### src/rtcs_map.svh
// Register addresses, field positions and reset values of the real-time clock timer.
// Assumes it is included by bare name from the package and the testbench.
`ifndef RTCS_MAP_SVH
`define RTCS_MAP_SVH
`define RTCS_ADDR_CLK_CTL_FOUR 8'h42
`define RTCS_ADDR_SYS_FLAG_IE 8'h8E
`define RTCS_ADDR_PWR_CTL_ONE 8'h97
`define RTCS_ADDR_TIMER_VALUE 8'hB6
`define RTCS_ADDR_CLK_CONTROL 8'hBE
`define RTCS_BIT_ENABLE 7
`define RTCS_BIT_OUT_EN 6
`define RTCS_BIT_FLAG 4
`define RTCS_BIT_IRQ_EN 4
`define RTCS_RELOAD_RST 6'h3F
`define RTCS_COUNT_RST 6'h3F
`define RTCS_COUNT_MAX 6'h3F
`define RTCS_TAP_LO_RST 2'h1
`define RTCS_TAP_HI_RST 2'h0
`define RTCS_TAP_DIRECT 4'hF
`define RTCS_PSC_FULL 15'h7FFF
`define RTCS_PSC_ONE 15'h0001
`define RTCS_COUNT_ONE 6'h01
`define RTCS_READ_ZERO 8'h00
`define RTCS_SYS_PERIOD_EXP 21
`endif

### src/rtcs_pkg.sv
// Types shared by the real-time clock timer.
// Assumes rtcs_map.svh is on the include path.
`include "rtcs_map.svh"
package rtcs_pkg;
   typedef enum logic [2:0]
   {
      RTCS_SRC_EXT_PIN = 3'b000,
      RTCS_SRC_SLOW_OSC = 3'b001,
      RTCS_SRC_WDT_PSC = 3'b010,
      RTCS_SRC_WDT_OVF = 3'b011,
      RTCS_SRC_SYSCLK = 3'b100
   } rtcs_src_t;

   typedef struct packed
   {
      logic enable;
      logic out_en;
      logic [5:0] reload;
      logic [3:0] tap;
      logic [5:0] count;
      logic [2:0] src;
      logic [2:0] psc_ctl;
      logic irq_en;
      logic flag;
      logic [14:0] psc;
      logic toggle;
      logic [1:0] ext_sync;
      logic [1:0] slow_sync;
      logic ext_prev;
      logic slow_prev;
      logic wps_prev;
      logic [7:0] rdata;
   } rtcs_state_t;
endpackage : rtcs_pkg

### src/rtcs_timer.sv
// Real-time clock and system timer: selectable source, 15-stage prescaler, 6-bit counter.
// Assumes an SFR port from the CPU on clk and a reset input that is power-on reset only.
module rtcs_timer
   import rtcs_pkg::*;
(
   // Clock and power-on reset
   input wire logic clk,
   input wire logic reset,
   // SFR access port
   input wire logic [7:0] sfr_addr,
   input wire logic sfr_page_p,
   input wire logic sfr_wr,
   input wire logic sfr_rd,
   input wire logic [7:0] sfr_wdata,
   output logic [7:0] sfr_rdata,
   // Prescaler sources
   input wire logic external_clock_input,
   input wire logic internal_slow_oscillator,
   input wire logic watchdog_prescaler_out,
   input wire logic watchdog_overflow_out,
   // Overflow output pin
   output logic overflow_toggle_pin,
   output logic overflow_toggle_oe,
   // Status towards the interrupt and power controller
   output logic overflow_flag,
   output logic system_flag_irq,
   output logic wake_request
);

   localparam rtcs_state_t RST_STATE = '{
      enable: 1'b0,
      out_en: 1'b0,
      reload: `RTCS_RELOAD_RST,
      tap: {`RTCS_TAP_HI_RST, `RTCS_TAP_LO_RST},
      count: `RTCS_COUNT_RST,
      src: RTCS_SRC_EXT_PIN,
      psc_ctl: 3'h0,
      irq_en: 1'b0,
      flag: 1'b0,
      psc: 15'h0000,
      toggle: 1'b0,
      ext_sync: 2'h0,
      slow_sync: 2'h0,
      ext_prev: 1'b0,
      slow_prev: 1'b0,
      wps_prev: 1'b0,
      rdata: `RTCS_READ_ZERO
   };

   rtcs_state_t s;
   rtcs_state_t next_s;
   logic src_tick;
   logic tap_tick;
   logic wrap;
   logic wr_ctl;
   logic wr_tmr;
   logic wr_ck4;
   logic wr_pw1;
   logic wr_system_flag_irq_enable;

   // Prescaler bits that must all be ones for a carry out of the tapped stage.
   function automatic logic [14:0] tap_mask(input logic [3:0] code);
      tap_mask = `RTCS_PSC_FULL >> code;
   endfunction : tap_mask

   function automatic logic sfr_hit(input logic [7:0] addr, input logic [7:0] reg_addr);
      sfr_hit = (addr == reg_addr);
   endfunction : sfr_hit

   always_comb
   begin
      next_s = s;
      wr_ctl = sfr_wr && sfr_hit(sfr_addr, `RTCS_ADDR_CLK_CONTROL);
      // The timer register lives in the normal pages only and is locked while running.
      wr_tmr = sfr_wr && !sfr_page_p && !s.enable &&
         sfr_hit(sfr_addr, `RTCS_ADDR_TIMER_VALUE);
      wr_ck4 = sfr_wr && sfr_page_p && sfr_hit(sfr_addr, `RTCS_ADDR_CLK_CTL_FOUR);
      wr_pw1 = sfr_wr && sfr_hit(sfr_addr, `RTCS_ADDR_PWR_CTL_ONE);
      wr_system_flag_irq_enable = sfr_wr && !sfr_page_p && sfr_hit(sfr_addr, `RTCS_ADDR_SYS_FLAG_IE);

      next_s.ext_sync = {s.ext_sync[0], external_clock_input};
      next_s.slow_sync = {s.slow_sync[0], internal_slow_oscillator};
      next_s.ext_prev = s.ext_sync[1];
      next_s.slow_prev = s.slow_sync[1];
      next_s.wps_prev = watchdog_prescaler_out;

      // Reserved source codes give no ticks, so the counter stays put.
      case (s.src)
         RTCS_SRC_EXT_PIN: src_tick = s.ext_sync[1] && !s.ext_prev;
         RTCS_SRC_SLOW_OSC: src_tick = s.slow_sync[1] && !s.slow_prev;
         RTCS_SRC_WDT_PSC: src_tick = watchdog_prescaler_out && !s.wps_prev;
         RTCS_SRC_WDT_OVF: src_tick = watchdog_overflow_out;
         RTCS_SRC_SYSCLK: src_tick = 1'b1;
         default: src_tick = 1'b0;
      endcase

      if (s.tap == `RTCS_TAP_DIRECT)
      begin
         tap_tick = src_tick;
      end
      else
      begin
         tap_tick = src_tick && (&(s.psc | ~tap_mask(s.tap)));
      end

      wrap = s.enable && tap_tick && (s.count == `RTCS_COUNT_MAX);

      if (s.enable && src_tick)
      begin
         next_s.psc = 15'(s.psc + `RTCS_PSC_ONE);
      end
      if (s.enable && tap_tick)
      begin
         next_s.count = wrap ? s.reload : 6'(s.count + `RTCS_COUNT_ONE);
      end
      if (wrap)
      begin
         next_s.toggle = !s.toggle;
      end

      if (wr_ctl)
      begin
         next_s.enable = sfr_wdata[`RTCS_BIT_ENABLE];
         next_s.out_en = sfr_wdata[`RTCS_BIT_OUT_EN];
         next_s.reload = sfr_wdata[5:0];
      end
      if (wr_tmr)
      begin
         next_s.tap[1:0] = sfr_wdata[7:6];
         next_s.count = sfr_wdata[5:0];
      end
      if (wr_ck4)
      begin
         next_s.src = sfr_wdata[7:5];
         next_s.psc_ctl = sfr_wdata[4:2];
         next_s.tap[3:2] = sfr_wdata[1:0];
      end
      if (wr_system_flag_irq_enable)
      begin
         next_s.irq_en = sfr_wdata[`RTCS_BIT_IRQ_EN];
      end
      // A wrap in the same cycle as a clearing write keeps the flag set.
      if (wr_pw1 && sfr_wdata[`RTCS_BIT_FLAG])
      begin
         next_s.flag = 1'b0;
      end
      if (wrap)
      begin
         next_s.flag = 1'b1;
      end

      if (sfr_rd)
      begin
         next_s.rdata = `RTCS_READ_ZERO;
         if (sfr_hit(sfr_addr, `RTCS_ADDR_CLK_CONTROL))
         begin
            next_s.rdata = {s.enable, s.out_en, s.reload};
         end
         if (sfr_hit(sfr_addr, `RTCS_ADDR_TIMER_VALUE) && !sfr_page_p && !s.enable)
         begin
            next_s.rdata = {s.tap[1:0], s.count};
         end
         if (sfr_hit(sfr_addr, `RTCS_ADDR_CLK_CTL_FOUR) && sfr_page_p)
         begin
            next_s.rdata = {s.src, s.psc_ctl, s.tap[3:2]};
         end
         if (sfr_hit(sfr_addr, `RTCS_ADDR_PWR_CTL_ONE))
         begin
            next_s.rdata[`RTCS_BIT_FLAG] = s.flag;
         end
         if (sfr_hit(sfr_addr, `RTCS_ADDR_SYS_FLAG_IE) && !sfr_page_p)
         begin
            next_s.rdata[`RTCS_BIT_IRQ_EN] = s.irq_en;
         end
      end
   end

   // No other reset source reaches this block, so warm resets leave it running.
   always_ff @(posedge clk)
   begin
      if (reset)
      begin
         s <= RST_STATE;
      end
      else
      begin
         s <= next_s;
      end
   end

   assign sfr_rdata = s.rdata;
   assign overflow_toggle_pin = s.toggle && s.out_en;
   assign overflow_toggle_oe = s.out_en;
   assign overflow_flag = s.flag;
   assign system_flag_irq = s.flag && s.irq_en;
   assign wake_request = s.flag && s.irq_en;
endmodule : rtcs_timer

### config.mk
export PLATFORM = sky130hd
export DESIGN_NAME = rtcs_timer
export DESIGN_NICKNAME = d
export VERILOG_FILES = /design/src/rtcs_pkg.sv /design/src/rtcs_timer.sv
export VERILOG_INCLUDE_DIRS = /design/src
export SDC_FILE = /design/constraint.sdc
export NUM_CORES = 1
export LEC_CHECK = 0
export BUFFER_PORTS_ARGS = -buffer_cell sky130_fd_sc_hd__buf_4
export CAP_MARGIN = 20
export CORE_ASPECT_RATIO = 2
export CORE_MARGIN = 1.5
export CORE_UTILIZATION = 45
export DETAILED_ROUTE_END_ITERATION = 10
export PLACE_DENSITY = 0.65
export SYNTH_ARGS = -nofsm -noshare
export SYNTH_HDL_FRONTEND = slang
export SYNTH_SLANG_ARGS = --single-unit
### constraint.sdc
create_clock -name clk -period 3.01 [get_ports clk]
set_input_delay 0.1505 -clock clk [delete_from_list [all_inputs] [get_ports clk]]
set_output_delay 0.1505 -clock clk [all_outputs]
set_load 0.05 [all_outputs]
# ---- Word level (Yosys, flattened, before mapping)
# Cells that the tools add are included.
dict set report op_classes {
  add_sub_neg 2
  eq_ne 11
  n_shift 1
  mux 12
  bitwise 2
  n_reduce_logical 32
}
# operator count
set ops {}
lappend ops {{== test 8 bit (second input constant)} 4}
lappend ops {{two-way mux 8 bit} 3}
lappend ops {{logical AND 1 bit} 22}
lappend ops {{two-way mux 6 bit} 3}
lappend ops {{adder 15 x 1 -> 15 bit (second input constant)} 1}
lappend ops {{NOT 15 bit} 1}
lappend ops {{OR 15 bit} 1}
lappend ops {{AND reduction 15 bit} 1}
lappend ops {{right shift 15 x 4 -> 15 bit (first input constant)} 1}
lappend ops {{== test 8 x 7 -> 1 bit (second input constant)} 1}
lappend ops {{adder 6 x 1 -> 6 bit (second input constant)} 1}
lappend ops {{== test 3 x 2 -> 1 bit (second input constant)} 2}
lappend ops {{== test 6 bit (second input constant)} 1}
lappend ops {{logical NOT 1 bit} 6}
lappend ops {{two-way mux 1 bit} 5}
lappend ops {{case mux 1 bit (5 select lines)} 1}
lappend ops {{== test 4 bit (second input constant)} 1}
lappend ops {{nonzero test 2 bit} 2}
lappend ops {{== test 3 x 1 -> 1 bit (second input constant)} 1}
lappend ops {{== test 3 bit (second input constant)} 1}
lappend ops {{logical NOT 3 bit} 1}
dict set report totals {
  ff_bits 57
  inputBits 25
  output_inout_bits 13
  wordCells 78
}

# ---- Longest topological paths before layout
# Gate-level depths: netlist (run 1).
dict set report depth {
  ltp_word 11
  depth_mapped 8
  depth_no_buf 6
}

# ---- Worst setup path before layout (run 1)
# Ideal clock, no wire load.
dict set report synth_timing {
  path_type {reg-to-reg}
  start {register s[45] (netlist name)}
  end {register s[15] (netlist name)}
  setup_time_ps 70
  t_arrival_ps 1916
  required_time_ps 2940
  path_slack_ps 1024
  path_stages_with_launch 8
  path_buffers 1
  synth_period_minus_slack_ps 1986
  cell_sequence {dfxtp_1 buf_4 a21oi_1 or3_1 a2111oi_2 o211ai_1 or4_1 a21oi_1}
}
dict set report synth_between {
  elab_chain_len 8
  elab_cells_between_ends 9
  cone_classes {eq/ne: 1; shift: 1; mux: 1; bitwise: 2; reduce/logical: 4}
}
# element line_no
set synth_rtl {}
lappend synth_rtl {{from (decl)} rtcs_timer.sv:50} ;# rtcs_state_t s;
lappend synth_rtl {{from (signal assigned)} rtcs_timer.sv:187} ;# s <= next_s;
lappend synth_rtl {{right shift 15 x 4 -> 15 bit (no source line)} --}
lappend synth_rtl {{NOT 15 bit} rtcs_timer.sv:103} ;# tap_tick = src_tick && (&(s.psc | ~tap_mask(s.tap)));
lappend synth_rtl {{OR 15 bit} rtcs_timer.sv:103}
lappend synth_rtl {{AND reduction 15 bit} rtcs_timer.sv:103}
lappend synth_rtl {{logical AND 1 bit} rtcs_timer.sv:103}
lappend synth_rtl {{two-way mux 1 bit *} rtcs_timer.sv:97} ;# if (s.tap == `RTCS_TAP_DIRECT)
lappend synth_rtl {{logical AND 1 bit * (2 in series)} rtcs_timer.sv:106} ;# wrap = s.enable && tap_tick && (s.count == `RTCS_COUNT_MAX);
# Every way passes the cells marked *; elsewhere a longest branch is shown, timed or not.
# A chain may end at the register's enable or synchronous reset.

# ---- Final worst setup path (run 1)
dict set report layout_timing {
  start {register s[47] (netlist name)}
  end {register s[15] (netlist name)}
}
# The elaborated chain is that of the path after synthesis.

==> results of run 1 <==
==> cells by family (layout without fill, tap and decap cells) <==
group	Yosys count	count (layout)
and+or+nand+nor	150	150
AOI/OAI and AO/OA	88	88
DFF	57	57
buffers and inverters	36	62
xor gates and xnor gates	11	11
adders and majority gates	2	2
muxes	2	2
==> layer usage <==
| layer | vias to the layer above | global-route usage, % | wire length (um) |
|---|---|---|---|
| li1 | 1314 | - | - |
| met1 | 1278 | 24.53 | 2837 |
| met2 | 68 | 40.51 | 4169 |
| met3 | 19 | 5.537 | 282 |
| met4 | 0 | 14.81 | 269 |
| met5 | - | 0 | 0 |
==> area by class of cell <==
| type | count | area (um2) | area share [%] |
|---|---|---|---|
| clock inverter | 2 | 10.01 | 0.2926 |
| sequential | 57 | 1141 | 33.36 |
| inverter | 4 | 15.01 | 0.4389 |
| clock buffer | 14 | 284.0 | 8.303 |
| multi-input combinational | 253 | 1548 | 45.24 |
| timing repair buffer | 42 | 315.3 | 9.217 |
| tap | 86 | 107.6 | 3.146 |
==> through the flow <==
stage	power [mW]	cells	hold slack, ns	instance area, um2
2_1_floorplan	0.8489	346	0.2787	2880
3_3_place_gp	0.8905	442	0.3648	3127
3_5_place_dp	0.8914	442	0.3720	3127
4_1_cts	1.874	458	0.03563	3421
5_1_grt	1.916	458	0.04259	3421
6_report	1.856	458	0.04359	3421
==> cells in the mapped netlist (2+ instances only) <==
master and instances:
dfxtp_1 57, a21oi_1 38, nand2_1 29, nand3_1 25
nor2_1 24, and3_1 16, buf_4 11, clkbuf_1 11
nor2b_1 11, xor2_1 10, or3_1 9, a211o_1 8
a211oi_1 7, a222oi_1 7, nand4_1 7, buf_2 6
o211ai_1 6, and2_1 5, o21ai_0 5, o31ai_1 5
or4_1 5, a31oi_1 4, inv_1 4, buf_1 3
nand2b_1 3, nand4b_1 3, a21o_1 2, a22oi_1 2
ha_1 2, mux2i_1 2, nor3_1 2, nor4_1 2
nor4b_1 2
==> cells in the final DEF, fill, tap and decap left out, types with 2 or more instances in the layout <==
cell,count
ha_1,2
dfxtp_1,57
nand2b_1,3
and3_1,16
nand4_1,7
mux2i_1,2
o21ai_0,5
clkbuf_8,4
and2_1,5
a21oi_1,38
nor2b_1,11
a21o_1,2
o31ai_1,5
inv_1,4
nor4_1,2
nand2_1,29
clkbuf_16,9
a31oi_1,4
a211o_1,8
nand3_1,25
buf_4,42
or4_1,5
nand4b_1,3
o211ai_1,6
nor2_1,24
a222oi_1,7
clkinv_2,2
a211oi_1,7
or3_1,9
nor3_1,2
xor2_1,10
a22oi_1,2
nor4b_1,2
==> critical path, stage by stage, from the launching register on <==
cell and delay, ns:
dfxtp_1 0.56, a21oi_1 0.12, or3_1 0.39, a2111oi_2 0.35
o211ai_1 0.41, or4_1 0.60, a21oi_1 0.14
==> flip-flops by register name (all words and copies together), names as in the netlist <==
signal,count
s,43
sfr_rdata,8
next_s,4
overflow_flag,1
overflow_toggle_oe,1
==> report_power, final <==
part           internal, mW  switching, mW
sequential            0.765        0.00423
clock                 0.643          0.338
combinational        0.0416         0.0638
==> worst paths after layout <==
kind,from,end,slack (ns),cells after the start
max,s[47]$_SDFFE_PP0P_,s[15]$_SDFFE_PP0P_,0.35,6
min,external_clock_input,next_s[14]$_SDFF_PP0_,0.04,2
max reg2reg,s[47]$_SDFFE_PP0P_,s[15]$_SDFFE_PP0P_,0.35,6
min reg2reg,next_s[12]$_SDFF_PP0_,next_s[9]$_SDFF_PP0_,0.43,1
==> results.md, run 1 <==
* Clk Latency, worst-skew pair at around 0.33 ns
* Register bit total from synthesis at 57
* Largest family of logic cells by synthesized area: simple AND/OR/NAND/NOR gates
* Top cells by area, synth: dfxtp_1 (40%), a21oi_1 (6.6%), nand3_1 (4.3%)
* LEAKAGE at around 1.3 nW
* Crit path max fanout at 15
* TritonCTS Buffers at 9
* Slew of the pin with the lowest slew margin at 0.9838 ns
* Part of the cycle the worst path needs at about 88%
* Final HPWL DP at 5.309 mm
* Sequential-to-total area share from yosys stat at between 30% and 40%
* Max Buffers Root-to-Sink at 2
* Initial Util at a little under half
* Util after Layout at between 50 and 60%
* Die Height at between 100 and 150 um
* Clock sink total at 57
* Tot GR Track Use at roughly a quarter
* Yosys top cell by area: dfxtp_1
* Rel. slew slack at between 30% and 40%
* Die width at 59.57 um
* Worst Clk Skew at ~0.0075 ns
* Final worst setup slack at approximately 0.35 ns
* Multiplexer area fraction after synthesis at less than 1%
* Core area at roughly 6300 um2
* Setup_tns at 0 ns
* Row count at between 40 and 50
* I/O Buffers at 37
* Root buf cell: clkbuf_16
* CTS tree: done
* Max cap viols at 0
* CTS resizes at 0
* Post-DRT Antenna Nets at 0
* Critical Path AT at slightly below 3 ns
* EDFF count, synth at 0
* Synth Cell Area at about 2900 um2
* DR vias at roughly 2700
* FMAX at around 0.38 GHz
* TritonRoute pass-1 iters at 5
* Xor and xnor area share after synthesis at under 10%
* RSZ-0062 raised after global routing: no
* Setup Viol. Count Final at 0
* Post-Synth Adder-Cell Area at 0.8688%
* CP Class: reg -> reg
* Post-CTS Hold Fix Bufs at 0
* Die area at slightly below 7000 um2
* N_diodes at 0
* Prevailing post-synth register cell: dfxtp_1
* Critical path endpoint category: register
* Fin crit period at around 2.7 ns
* Synth Area in Compound Gates at 20.33%
* Worst VDD drop at 0.3310 mV
* Routability cong. at around 0.87
* Reg clk slew, reported paths at about 0.05 ns
* DR WL/cell at 16.50 um
* Mean post-synth cell area at 8.324 um2
* Final Net Count at slightly below 400
* Largest net degree at the start of global routing at 58
* Residual DRC at 0
* Initial antenna violation count at 0
* Share of layout cells above drive strength 1 at between 10% and 20%
* Post-synth top area share at between 30% and 40%
* Ys async rst share at 0%
* Status: completed
* Iter 0 DRT Violations at approximately 190
* Mapped Cells at roughly 350
* Htree depth at 3
* Postcts setup bufs at 0
* GRT Residual Overflow at 0
* Vias per cell at 5.849
* Worst setup SP type: register
* Power Dens Cells at about 540 nW/um2
* Hold WC Path Type: in -> reg
* Syn-to-layout area delta at 18.77%
* I/O pin total at 38
* Post-Syn Nets at 373
* Filler Cells Inserted at between 600 and 700
* Worst Path Required at about 3.3 ns
* Simple-Gate Fraction of Synth Area at around 28%
* Yosys warnings at 0
* Number of global-route vias before repair at roughly 2500
* Post-Place Setup Slack at ~0.39 ns
* First-pass GRT wire length at ~12 mm
* Max-slew violations at 0
* Fin. Hold Viols at 0
* Post-Route WL at around 7.6 mm
* Post-synth cell types at between 40 and 50
Note: power is estimated with default switching activity, not from simulation.
==> inputs of run 2 (changes only) <==
==> constraint.sdc (replaced) <==
create_clock -name clk -period 3 [get_ports clk]
set_input_delay 0.15 -clock clk [delete_from_list [all_inputs] [get_ports clk]]
set_output_delay 0.15 -clock clk [all_outputs]
set_load 0.05 [all_outputs]
==> results.md, run 2 (synthesis gave the netlist of run 1 again) <==
* Status: completed
* Final Net Count at 394 (unchanged)
* Fin crit period at 2.648 ns (-0.01004 ns)
* Reg clk slew, reported paths at 0.05 ns (about the same)
* Critical Path AT at 2.90 ns (about the same)
* Largest net degree at the start of global routing at 58 (unchanged)
* Max-slew violations at 0 (unchanged)
* Non-Filler Instances at 458 (unchanged)
* Die area at 6918 um2 (unchanged)
* Worst VDD drop at 0.3802 mV (+15%)
* Core area at 6259 um2 (unchanged)
* Worst R2R Start: s[47]$_SDFFE_PP0P_
* Filler Cells Inserted at 604 (-1.1%)
* FMAX at 0.3777 GHz (+0.38%)
* Leading cell types in the layout, fill and taps excluded: dfxtp_1 (57), buf_4 (42), a21oi_1 (38)
* Part of the cycle the worst path needs at 88.26% (about the same)
* Number of flip-flops under the largest register name at 43 (unchanged)
* Root buf cell: clkbuf_16
* Die width at 59.57 um (unchanged)
* Residual DRC at 0 (unchanged)
* Critical path's top delay family: compound AO/OA/AOI/OAI gates
* Slowest Stage Delay on Critical Path at 0.60 ns (about the same)
* Switching power at 0.4160 mW (+2.6%)
* CTS resizes at 0 (unchanged)
* Tot GR Track Use at 24.15% (+0.72 points)
* Critical Path Start: s[47]$_SDFFE_PP0P_
* CTS tree: done
* Clock Power Share at 51.9% (-0.9 points)
* Clock sink total at 57 (unchanged)
* Hold WC Path Type: in -> reg
* I/O pin total at 38 (unchanged)
* Clk Latency, worst-skew pair at 0.33 ns (about the same)
* Max cap viols at 0 (unchanged)
* Share of layout cells above drive strength 1 at 15.86% (-0.27 points)
* Critical path endpoint category: register
* Final HPWL DP at 5.324 mm (+0.29%)
* CP Class: reg -> reg
* Placed Instances at 442 (unchanged)
* Number of global-route vias before repair at 2507 (+0.12%)
* Row count at 41 (unchanged)
* Biggest register: s
* First-pass GRT wire length at 12.22 mm (+1.6%)
* DR vias at 2681 (+0.075%)
* Initial Util at 46.02% (unchanged)
* Postcts setup bufs at 0 (unchanged)
* Slew of the pin with the lowest slew margin at 0.9908 ns (+0.006925 ns)
* RSZ-0062 raised after global routing: no
* Worst setup SP type: register
* Syn-to-layout area delta at 18.11%
* Crit path cell chain: a21oi_1 > or3_1 > a2111oi_2 > o211ai_1 > or4_1 > a21oi_1
* Iter 0 DRT Violations at 172 (-10%)
* Slowest cell on crit path: or4_1
* Sw Share at 22.80% (+0.95 points)
* Htree depth at 3 (unchanged)
* Hold path start: external_clock_input
* Combinational fraction of design power at 5.8% (about the same)
* Rel. slew slack at 33.66% (-0.46 points)
* N_diodes at 0 (unchanged)
* Setup Viol. Count Final at 0 (unchanged)
* Vias per cell at 5.854 (about the same)
* Reg area at 1141 um2 (unchanged)
* Fin. Hold Viols at 0 (unchanged)
* CP bufs+invs at 0 (unchanged)
* TritonRoute pass-1 iters at 4 (-1)
* Die Height at 116.1 um (unchanged)
* Crit path top cell by count: a21oi_1
* GRT Residual Overflow at 0 (unchanged)
* Worst Clk Skew at 0.006533 ns (-0.0009850 ns)
* Crit path max fanout at 15 (unchanged)
* Worst Path Required at 3.26 ns (about the same)
* Sequential power share at 42.3% (+0.8 points)
* Routability cong. at 0.8689 (unchanged)
* Area of the multi-input gates at 1548 um2 (unchanged)
* Setup_tns at 0 ns (unchanged)
* Post-CTS Hold Fix Bufs at 0 (unchanged)
* Most common cell after layout, fill and taps aside: dfxtp_1
* Post-Route WL at 7.657 mm (+1.3%)
* Initial antenna violation count at 0 (unchanged)
* I/O Buffers at 37 (unchanged)
* DR WL/cell at 16.72 um (+1.3%)
* LEAKAGE at 1.270 nW (-0.73%)
* TritonCTS Buffers at 9 (unchanged)
* Post-DRT Antenna Nets at 0 (unchanged)
* Power Dens Cells at 536.3 nW/um2 (-1.1%)
* Int Pwr at 1.408 mW (-2.9%)
* Max Buffers Root-to-Sink at 2 (unchanged)
-- run 2: cell type report --
cell class / instances / area share (%)
clock buffers: 13 / 7.650
clock inverters: 3 / 0.4413
inverters: 4 / 0.4413
multi-input cells: 253 / 45.49
flip-flops and latches: 57 / 33.54
well taps: 86 / 3.163
repair buffers: 42 / 9.268
-- run 2: metal layers --
| layer | up-vias | wire, um | global-route usage, % |
|---|---|---|---|
| met2 | 60 | 4215 | 41.17 |
| met5 | - | 0 | 0 |
| met3 | 20 | 319 | 5.869 |
| li1 | 1316 | - | - |
| met1 | 1285 | 2787 | 25.05 |
| met4 | 0 | 334 | 16.74 |
-- run 2: path summary, 6_finish.rpt --
| path | end | depth (start not counted) | slack [ns] |
|---|---|---|---|
| hold reg to reg | next_s[10]$_SDFF_PP0_ | 1 | 0.44 |
| setup reg to reg | s[15]$_SDFFE_PP0P_ | 6 | 0.35 |
| setup / recovery | s[15]$_SDFFE_PP0P_ | 6 | 0.35 |
| hold / removal | next_s[14]$_SDFF_PP0_ | 2 | 0.03 |
-- run 2: stage by stage --
step / utilization, % / cell area [um2] / hold WS, ns / setup WS (ns) / total power [mW]
2_1_floorplan: - / 2880 / 0.2782 / 1.014 / 0.8517
3_3_place_gp: 49.96 / 3127 / 0.3643 / 0.4892 / 0.8935
3_5_place_dp: 49.96 / 3127 / 0.3715 / 0.3949 / 0.8944
4_1_cts: 54.36 / 3402 / 0.02758 / 0.3656 / 1.845
5_1_grt: 54.36 / 3402 / 0.03877 / 0.1615 / 1.881
6_report: 54.36 / 3402 / 0.03455 / 0.3523 / 1.824
-- run 2: power by group through the flow --
stage / Sequential [mW] / Combinational, mW / Clock, mW
after floorplan: 0.786 / 0.0654 / 0
after global placement: 0.787 / 0.106 / 0
after detailed placement: 0.788 / 0.107 / 0
after CTS: 0.772 / 0.107 / 0.965
after global routing: 0.772 / 0.116 / 0.993
final: 0.772 / 0.106 / 0.946
